**src/pdmc_consts.svh**
```systemverilog
`ifndef PDMC_CONSTS_SVH
`define PDMC_CONSTS_SVH

// ****************************************************************
// Register indices; the byte address is four times the index.
// ****************************************************************
`define PDMC_IDX_STANDBY     16'hff38
`define PDMC_IDX_CLKDIV      16'hff3a
`define PDMC_IDX_HALT_HIGH   16'hff3c
`define PDMC_IDX_HALT_LOW    16'hff3d

// ****************************************************************
// Reset values and writable-bit masks.
// ****************************************************************
`define PDMC_RST_STANDBY     8'h08
`define PDMC_RST_CLKDIV      8'h00
`define PDMC_RST_HALT_HIGH   8'h3f
`define PDMC_RST_HALT_LOW    8'hff
`define PDMC_WMASK_STANDBY   8'hf9
`define PDMC_WMASK_CLKDIV    8'hc7

// ****************************************************************
// Field positions.
// ****************************************************************
`define PDMC_BIT_STBY_SEL    7
`define PDMC_WAIT_HI         6
`define PDMC_WAIT_LO         4
`define PDMC_BIT_BUS_HOLD    3
`define PDMC_BIT_PIN_DIS     7
`define PDMC_DIV_HI          2
`define PDMC_DIV_LO          0

// ****************************************************************
// Codes and counts.
// ****************************************************************
`define PDMC_WAIT_CODE_RSVD  3'h6
`define PDMC_WAIT_CODE_SHORT 3'h7
`define PDMC_WAIT_SHORT      16
`define PDMC_DIV_MAX         3'h5
`define PDMC_RESP_OKAY       2'h0
`define PDMC_RESP_SLVERR     2'h2

`endif

```
**src/pdmc_pkg.sv**
```systemverilog
package pdmc_pkg;

    // Power-down sequencer states.
    typedef enum logic [1:0] {
        PDMC_RUN,
        PDMC_SLEEP,
        PDMC_STANDBY,
        PDMC_WAKE
    } pdmc_state_type;

    // Register selected by a bus address.
    typedef enum logic [2:0] {
        PDMC_SEL_NONE,
        PDMC_SEL_STANDBY,
        PDMC_SEL_CLKDIV,
        PDMC_SEL_HALT_HIGH,
        PDMC_SEL_HALT_LOW
    } pdmc_sel_type;

endpackage

```
**src/pdmc_power_down_ctrl.sv**
```systemverilog
// Our own choice: the AXI4-Lite interface to the registers.
`timescale 1ns/1ps
`default_nettype none
`include "pdmc_consts.svh"

module pdmc_power_down_ctrl #(
    parameter int ADDR_W    = 20,
    parameter int BUS_W     = 24,
    parameter int WAIT_W    = 19,
    parameter int WAIT_BASE = 8192,
    parameter int DIV_W     = 5
) (
    input  wire logic              ref_clk,
    input  wire logic              rst_n,
    input  wire logic [ADDR_W-1:0] s_axi_awaddr,
    input  wire logic              s_axi_awvalid,
    output logic                   s_axi_awready,
    input  wire logic [31:0]       s_axi_wdata,
    input  wire logic [3:0]        s_axi_wstrb,
    input  wire logic              s_axi_wvalid,
    output logic                   s_axi_wready,
    output logic [1:0]             s_axi_bresp,
    output logic                   s_axi_bvalid,
    input  wire logic              s_axi_bready,
    input  wire logic [ADDR_W-1:0] s_axi_araddr,
    input  wire logic              s_axi_arvalid,
    output logic                   s_axi_arready,
    output logic [31:0]            s_axi_rdata,
    output logic [1:0]             s_axi_rresp,
    output logic                   s_axi_rvalid,
    input  wire logic              s_axi_rready,
    input  wire logic              haltExec,
    input  wire logic              anyIrq,
    input  wire logic              extIrq,
    input  wire logic              hwStandbyN,
    input  wire logic              busCycleEnd,
    input  wire logic [BUS_W-1:0]  addrBusIn,
    input  wire logic [7:0]        busStrobesNIn,
    output logic [BUS_W-1:0]       addrBusOut,
    output logic                   addrBusOe,
    output logic [7:0]             busStrobesNOut,
    output logic                   busStrobesOe,
    output logic                   clkPinOut,
    output logic                   clkPinOe,
    output logic                   cpuHalted,
    output logic                   oscStopped,
    output logic                   serialAdcReset,
    output logic                   portsHighZ,
    output logic [15:0]            moduleHalt,
    output logic                   busMasterClkEn,
    output logic [2:0]             activeDivide
);

    // ************************************************************
    // Shared decoding.
    // ************************************************************

    // Maps a byte address onto one of the four registers.
    function automatic pdmc_pkg::pdmc_sel_type regSel(
        input logic [ADDR_W-1:0] addr
    );
        regSel = pdmc_pkg::PDMC_SEL_NONE;
        if (addr[1:0] == 2'h0) begin
            case (addr[ADDR_W-1:2])
                (ADDR_W-2)'(`PDMC_IDX_STANDBY):
                    regSel = pdmc_pkg::PDMC_SEL_STANDBY;
                (ADDR_W-2)'(`PDMC_IDX_CLKDIV):
                    regSel = pdmc_pkg::PDMC_SEL_CLKDIV;
                (ADDR_W-2)'(`PDMC_IDX_HALT_HIGH):
                    regSel = pdmc_pkg::PDMC_SEL_HALT_HIGH;
                (ADDR_W-2)'(`PDMC_IDX_HALT_LOW):
                    regSel = pdmc_pkg::PDMC_SEL_HALT_LOW;
                default: regSel = pdmc_pkg::PDMC_SEL_NONE;
            endcase
        end
    endfunction

    // Settling-wait length for a wait-select code.
    function automatic logic [WAIT_W-1:0] waitLoad(input logic [2:0] code);
        case (code)
            `PDMC_WAIT_CODE_SHORT: waitLoad = WAIT_W'(`PDMC_WAIT_SHORT);
            `PDMC_WAIT_CODE_RSVD:  waitLoad = WAIT_W'(WAIT_BASE);
            default:               waitLoad = WAIT_W'(WAIT_BASE) << code;
        endcase
    endfunction

    // ************************************************************
    // State.
    // ************************************************************
    logic [7:0]               standby_reg,    standby_next;
    logic [7:0]               clkdiv_reg,     clkdiv_next;
    logic [7:0]               haltHigh_reg,   haltHigh_next;
    logic [7:0]               haltLow_reg,    haltLow_next;
    pdmc_pkg::pdmc_state_type state_reg,      state_next;
    logic [WAIT_W-1:0]        waitCnt_reg,    waitCnt_next;
    logic [2:0]               divide_reg,     divide_next;
    logic [DIV_W-1:0]         divCnt_reg,     divCnt_next;
    logic                     busEn_reg,      busEn_next;
    logic [BUS_W-1:0]         addrHold_reg,   addrHold_next;
    logic [7:0]               strobeHold_reg, strobeHold_next;
    logic                     pinHigh_reg,    pinHigh_next;
    logic                     bvalid_reg,     bvalid_next;
    logic [1:0]               bresp_reg,      bresp_next;
    logic                     rvalid_reg,     rvalid_next;
    logic [1:0]               rresp_reg,      rresp_next;
    logic [31:0]              rdata_reg,      rdata_next;

    logic                     wrTake;
    logic                     rdTake;
    logic                     inStandby;
    logic [2:0]               divSel;
    logic [DIV_W-1:0]         divMask;
    pdmc_pkg::pdmc_sel_type   wrSel;
    pdmc_pkg::pdmc_sel_type   rdSel;

    // ************************************************************
    // Bus handshakes.
    // ************************************************************

    // Address and data are taken together once no response is pending.
    assign wrTake        = s_axi_awvalid && s_axi_wvalid && !bvalid_reg;
    assign rdTake        = s_axi_arvalid && !rvalid_reg;
    assign s_axi_awready = wrTake;
    assign s_axi_wready  = wrTake;
    assign s_axi_arready = !rvalid_reg;
    assign wrSel         = regSel(s_axi_awaddr);
    assign rdSel         = regSel(s_axi_araddr);

    // Response channels; an unmapped address answers with SLVERR.
    always_comb begin
        bvalid_next = bvalid_reg;
        bresp_next  = bresp_reg;
        rvalid_next = rvalid_reg;
        rresp_next  = rresp_reg;
        rdata_next  = rdata_reg;
        if (bvalid_reg && s_axi_bready) begin
            bvalid_next = 1'b0;
        end
        if (wrTake) begin
            bvalid_next = 1'b1;
            bresp_next  = (wrSel == pdmc_pkg::PDMC_SEL_NONE) ?
                          `PDMC_RESP_SLVERR : `PDMC_RESP_OKAY;
        end
        if (rvalid_reg && s_axi_rready) begin
            rvalid_next = 1'b0;
        end
        if (rdTake) begin
            rvalid_next = 1'b1;
            rresp_next  = `PDMC_RESP_OKAY;
            case (rdSel)
                pdmc_pkg::PDMC_SEL_STANDBY:   rdata_next = {24'h0, standby_reg};
                pdmc_pkg::PDMC_SEL_CLKDIV:    rdata_next = {24'h0, clkdiv_reg};
                pdmc_pkg::PDMC_SEL_HALT_HIGH: rdata_next = {24'h0, haltHigh_reg};
                pdmc_pkg::PDMC_SEL_HALT_LOW:  rdata_next = {24'h0, haltLow_reg};
                default: begin
                    rdata_next = 32'h0;
                    rresp_next = `PDMC_RESP_SLVERR;
                end
            endcase
        end
    end

    // ************************************************************
    // Control registers and sequencer.
    // ************************************************************
    assign inStandby = (state_reg == pdmc_pkg::PDMC_STANDBY) ||
                       (state_reg == pdmc_pkg::PDMC_WAKE);
    assign divSel    = clkdiv_reg[`PDMC_DIV_HI:`PDMC_DIV_LO];
    assign divMask   = DIV_W'((1 << divide_reg) - 1);

    // Register writes, mode transitions, wake wait and divider.
    always_comb begin
        standby_next    = standby_reg;
        clkdiv_next     = clkdiv_reg;
        haltHigh_next   = haltHigh_reg;
        haltLow_next    = haltLow_reg;
        state_next      = state_reg;
        waitCnt_next    = waitCnt_reg;
        divide_next     = divide_reg;
        divCnt_next     = divCnt_reg + DIV_W'(1);
        addrHold_next   = addrHold_reg;
        strobeHold_next = strobeHold_reg;
        if (wrTake && s_axi_wstrb[0]) begin
            case (wrSel)
                pdmc_pkg::PDMC_SEL_STANDBY: standby_next =
                    s_axi_wdata[7:0] & `PDMC_WMASK_STANDBY;
                pdmc_pkg::PDMC_SEL_CLKDIV: clkdiv_next =
                    s_axi_wdata[7:0] & `PDMC_WMASK_CLKDIV;
                pdmc_pkg::PDMC_SEL_HALT_HIGH: haltHigh_next = s_axi_wdata[7:0];
                pdmc_pkg::PDMC_SEL_HALT_LOW:  haltLow_next  = s_axi_wdata[7:0];
                default: ;
            endcase
        end
        // Divide change only between bus cycles; software standby holds it.
        if (busCycleEnd && !inStandby && divSel <= `PDMC_DIV_MAX) begin
            divide_next = divSel;
        end
        // Bus pins are sampled outside software standby, then frozen in standby.
        if (!inStandby) begin
            addrHold_next   = addrBusIn;
            strobeHold_next = busStrobesNIn;
        end
        case (state_reg)
            pdmc_pkg::PDMC_RUN: begin
                if (haltExec) begin
                    if (standby_reg[`PDMC_BIT_STBY_SEL]) begin
                        state_next = pdmc_pkg::PDMC_STANDBY;
                    end else begin
                        state_next = pdmc_pkg::PDMC_SLEEP;
                    end
                end
            end
            pdmc_pkg::PDMC_SLEEP: begin
                if (anyIrq || extIrq) begin
                    state_next = pdmc_pkg::PDMC_RUN;
                end
            end
            pdmc_pkg::PDMC_STANDBY: begin
                if (extIrq) begin
                    state_next   = pdmc_pkg::PDMC_WAKE;
                    waitCnt_next = waitLoad(
                        standby_reg[`PDMC_WAIT_HI:`PDMC_WAIT_LO]);
                end
            end
            pdmc_pkg::PDMC_WAKE: begin
                waitCnt_next = waitCnt_reg - WAIT_W'(1);
                if (waitCnt_reg <= WAIT_W'(1)) begin
                    state_next = pdmc_pkg::PDMC_RUN;
                end
            end
            default: state_next = pdmc_pkg::PDMC_RUN;
        endcase
        // Hardware standby overrides writes, sequencer and divide, and restores their resets.
        if (!hwStandbyN) begin
            standby_next  = `PDMC_RST_STANDBY;
            clkdiv_next   = `PDMC_RST_CLKDIV;
            haltHigh_next = `PDMC_RST_HALT_HIGH;
            haltLow_next  = `PDMC_RST_HALT_LOW;
            state_next    = pdmc_pkg::PDMC_RUN;
            waitCnt_next  = '0;
            divide_next   = 3'h0;
        end
    end

    // Bus master clock enable and clock pin level.
    always_comb begin
        busEn_next   = ((divCnt_reg & divMask) == divMask) &&
                       !inStandby && hwStandbyN;
        pinHigh_next = clkdiv_reg[`PDMC_BIT_PIN_DIS] || inStandby;
    end

    // Registers all state; rst_n loads the reset value into every register.
    always_ff @(posedge ref_clk or negedge rst_n) begin
        if (!rst_n) begin
            standby_reg    <= `PDMC_RST_STANDBY;
            clkdiv_reg     <= `PDMC_RST_CLKDIV;
            haltHigh_reg   <= `PDMC_RST_HALT_HIGH;
            haltLow_reg    <= `PDMC_RST_HALT_LOW;
            state_reg      <= pdmc_pkg::PDMC_RUN;
            waitCnt_reg    <= '0;
            divide_reg     <= 3'h0;
            divCnt_reg     <= '0;
            busEn_reg      <= 1'b1;
            addrHold_reg   <= '0;
            strobeHold_reg <= 8'hff;
            pinHigh_reg    <= 1'b0;
            bvalid_reg     <= 1'b0;
            bresp_reg      <= `PDMC_RESP_OKAY;
            rvalid_reg     <= 1'b0;
            rresp_reg      <= `PDMC_RESP_OKAY;
            rdata_reg      <= 32'h0;
        end else begin
            standby_reg    <= standby_next;
            clkdiv_reg     <= clkdiv_next;
            haltHigh_reg   <= haltHigh_next;
            haltLow_reg    <= haltLow_next;
            state_reg      <= state_next;
            waitCnt_reg    <= waitCnt_next;
            divide_reg     <= divide_next;
            divCnt_reg     <= divCnt_next;
            busEn_reg      <= busEn_next;
            addrHold_reg   <= addrHold_next;
            strobeHold_reg <= strobeHold_next;
            pinHigh_reg    <= pinHigh_next;
            bvalid_reg     <= bvalid_next;
            bresp_reg      <= bresp_next;
            rvalid_reg     <= rvalid_next;
            rresp_reg      <= rresp_next;
            rdata_reg      <= rdata_next;
        end
    end

    // ************************************************************
    // Outputs.
    // ************************************************************

    // Sleep, divide and module halt come from independent state.
    assign cpuHalted      = (state_reg != pdmc_pkg::PDMC_RUN);
    assign oscStopped     = inStandby || !hwStandbyN;
    assign serialAdcReset = inStandby || !hwStandbyN;
    assign portsHighZ     = !hwStandbyN;
    assign moduleHalt     = {haltHigh_reg, haltLow_reg};
    assign busMasterClkEn = busEn_reg;
    assign activeDivide   = divide_reg;

    // External bus pins float in hardware standby, and in software standby without bus hold.
    assign addrBusOut     = addrHold_reg;
    assign busStrobesNOut = strobeHold_reg;
    assign addrBusOe      = hwStandbyN &&
                            !(inStandby && !standby_reg[`PDMC_BIT_BUS_HOLD]);
    assign busStrobesOe   = addrBusOe;

    // Clock pin follows the clock unless forced high, floats in hardware.
    assign clkPinOut      = ref_clk || pinHigh_reg;
    assign clkPinOe       = hwStandbyN;

    assign s_axi_bvalid   = bvalid_reg;
    assign s_axi_bresp    = bresp_reg;
    assign s_axi_rvalid   = rvalid_reg;
    assign s_axi_rresp    = rresp_reg;
    assign s_axi_rdata    = rdata_reg;

endmodule
`default_nettype wire

```
**config.mk**
```make
export PLATFORM = sky130hd
export DESIGN_NAME = pdmc_power_down_ctrl
export DESIGN_NICKNAME = d
export VERILOG_FILES = /design/src/pdmc_pkg.sv /design/src/pdmc_power_down_ctrl.sv
export VERILOG_INCLUDE_DIRS = /design/src
export SDC_FILE = /design/constraint.sdc
export NUM_CORES = 1
export LEC_CHECK = 0
export BUFFER_PORTS_ARGS = -buffer_cell sky130_fd_sc_hd__buf_2
export CAP_MARGIN = 20
export CORE_UTILIZATION = 48
export CTS_CLUSTER_SIZE = 24
export DETAILED_ROUTE_END_ITERATION = 8
export GPL_TIMING_DRIVEN = 0
export PLACE_DENSITY = 0.79
export SLEW_MARGIN = 20
export SYNTH_ARGS = -nofsm -noshare
export SYNTH_HDL_FRONTEND = slang
export SYNTH_SLANG_ARGS = --single-unit
```
**constraint.sdc**
```tcl
create_clock -name ref_clk -period 2.7 [get_ports ref_clk]
set_input_delay 0.405 -clock ref_clk [delete_from_list [all_inputs] [get_ports ref_clk]]
set_output_delay 0.405 -clock ref_clk [all_outputs]
set_load 0.02 [all_outputs]
```
==> impl_results.md <==
* Status: complete, no violations
* Die Area at 0.0109 mm^2
* Sequential share of the synthesized area at 0.514
* Reg clk slew, reported paths at 0.10 ns
* Leakage at 3.12 nW
* Total power at 3.24 mW
* Syn Std Cell Area at 0.00502 mm^2
* Grt total ovfl at 0
* Worst Setup Start Kind: register
* Worst VDD drop at 0.000366 V
* GRT Total Usage at 0.239
* Final setup fails at 0
* Detailed Place HPWL at 9410 um
* Initial DRC count at 172
* Max Slew Vio Count at 0
* GPL Wtd Cong at 0.884
* Post-Synthesis Cells at 465
* Internal power at 2.35 mW
* Net count, final at 794
* Endpoint class of the critical path: output port
* WHS Path Cells at 2
* FFs w/ async S/R, synth at 1.00
* Fmax at 406 MHz
* Worst Path Arrival at 2.06 ns
* Antenna Cells at 0
* Relative slew slack at 0.508
* Starting Density at 0.505
* Io pins at 221
* Detailed Route WL at 12400 um
* Port Buffers at 166
* Die Y at 104 um
* Site row count at 36
* Reg2reg setup slack at 0.45 ns
* CP Launch Point: state_reg[1]
* FF-to-FF Start: waitCnt_reg[14]
* Final hold vios at 0
* EDFF count, synth at 0
* First-pass GRT wire length at 20700 um
* Critical Path, Cell by Cell: clkbuf_2, buf_2, a21oi_1, buf_4, buf_2
* Part of the power in registers at 0.497
* # Max-Cap Violations at 0
* Antenna violations before repair at 0
* Slowest stage delay, CP at 0.56 ns
* CP Class: register to output port
* Switching Fraction at 0.274
* Yosys reg bits at 102
* Period utilization at 0.913
* P&R area growth vs syn at 27.5%
* Worst EP required at 2.30 ns
* Core footprint at 0.00995 mm^2
* Vias per Instance at 5.32
* Worst Path Max Fanout at 10
* Vias in the first global route at 4333
* TritonCTS clock tree: yes
* Unrepaired setup endpoints after global routing: no
* PD cells at 506 mW/mm^2
* Synth cell types at 60
* CP most frequent cell: buf_2
* Critical path endpoint: busStrobesOe
* Final setup skew at 0.00889 ns
* Worst R2R End: state_reg[0]
* Largest net degree at the start of global routing at 88
* Worst-Margin Slew at 0.732 ns
* Ratio of cells with drive above 1 in the final layout at 0.422
* Tmin final at 2.46 ns
* Top FF cell, synth: dfrtp_1
* Total negative slack at 0 ns
* Clk Latency, worst-skew pair at 0.47 ns
* Hold crit path type: input pin to register
* Path depth of the worst reg2reg path at 5
* DRC viols at 0
* Vias at 4303
* Sw Pwr at 0.886 mW
* Die Width at 104 um
* Syn_area_per_cell at 10.8 um^2
* Max reg flops at 24
* Synth Warn # at 0
* Slowest cell on the critical path: dfrtp_1
* DR WL/cell at 15.3 um
* Logic pwr share at 0.150
* Initial DRT Pass Iterations at 5
* Clock Power Share at 0.353
* Detail Route Antenna Nets at 0
[kinds of logic after synthesis]
group / after synthesis / share of synthesized area
AND/OR/NAND/NOR: 150 / 0.157
adder cells (fa/ha/maj): 3 / 0.00747
AO/OA/AOI/OAI: 75 / 0.0976
XOR/XNOR: 10 / 0.0174
other: 1 / 0.000746
buffers and inverters: 58 / 0.0660
multiplexers: 66 / 0.139
flip-flops: 102 / 0.514
[what timing repair did]
item                                    4_1_cts  5_1_grt
endpoints found under the setup margin        3        1
hold buffers                                  1        0
pin swaps                                     0        0
gates resized for setup                       2        0
setup buffers                                 0        0
hold endpoints to repair                     15        0
[power by group through the flow]
stage	logic, mW	registers [mW]	clock network [mW]
CTS	0.485	1.61	1.17
finish	0.485	1.61	1.14
global route	0.529	1.62	1.24
global placement	0.458	1.64	0.0461
floorplan	0.251	1.67	0.0346
detailed placement	0.480	1.64	0.0461
[cell usage in the layout, fill, tap and decap left out, drive strengths merged, types with 8 or more instances in the layout]
cell    count
buf       201
dfrtp      78
nor2       49
nand2      37
mux2i      34
mux2       32
o21ai      30
conb       26
clkbuf     25
dfstp      24
inv        13
nand3       9
a22oi       8
nor4        8
[worst min-delay path by stage]
stage,start,end
2_1_floorplan,rst_n,activeDivide[0]
3_3_place_gp,s_axi_rdata[1],s_axi_rdata[1]
3_5_place_dp,rst_n,s_axi_bresp[1]
4_1_cts,s_axi_rready,s_axi_rvalid
5_1_grt,s_axi_rready,s_axi_rvalid
6_report,s_axi_rready,s_axi_rvalid
[critical path: cells and delay by family (launching register included)]
| family | cells | cell delay, ns |
|---|---|---|
| buffers and inverters | 4 | 0.90 |
| DFF | 1 | 0.56 |
| AOI/OAI and AO/OA | 1 | 0.14 |
[area by class of cell]
| cell class | instances | area, um^2 |
|---|---|---|
| Inverter | 13 | 48.8 |
| Buffer | 44 | 282 |
| Sequential cell | 102 | 2580 |
| Fill cell | 820 | 3550 |
| Tap cell | 133 | 166 |
| Clock buffer | 16 | 191 |
| Multi-Input combinational cell | 330 | 2210 |
| Timing Repair Buffer | 167 | 870 |
| Clock inverter | 4 | 53.8 |
[through the flow]
stage	cell area [um^2]	utilization	worst slack [ns]	hold slack, ns	instances
after floorplan	5120	-	0.531	0.109	490
after global placement	6110	0.614	0.168	0.459	789
after detailed placement	6150	0.618	0.135	0.243	790
after CTS	6400	0.643	0.0337	0.118	810
after global routing	6400	0.643	0.0789	0.122	809
final	6400	0.643	0.236	0.131	809
[metal layers]
| layer | vias up | global-route usage | share of wire |
|---|---|---|---|
| met2 | 191 | 0.417 | 0.52 |
| met5 | - | 0 | 0 |
| met3 | 17 | 0.0526 | 0.059 |
| met4 | 0 | 0.0980 | 0.015 |
| met1 | 2097 | 0.284 | 0.41 |
| li1 | 1998 | - | - |
[synth_stat cells, types with 8 or more instances]
cell | n | area share
dfstp_2 | 24 | 0.13
buf_4 | 30 | 0.045
nor2_1 | 49 | 0.037
clkbuf_1 | 11 | 0.0082
nand3_1 | 9 | 0.0090
mux2i_1 | 34 | 0.068
nand2_1 | 37 | 0.028
o21ai_0 | 30 | 0.030
mux2_2 | 32 | 0.072
dfrtp_1 | 78 | 0.39
inv_1 | 12 | 0.0090
a22oi_1 | 8 | 0.012
Power figures use the tool's default switching activity.
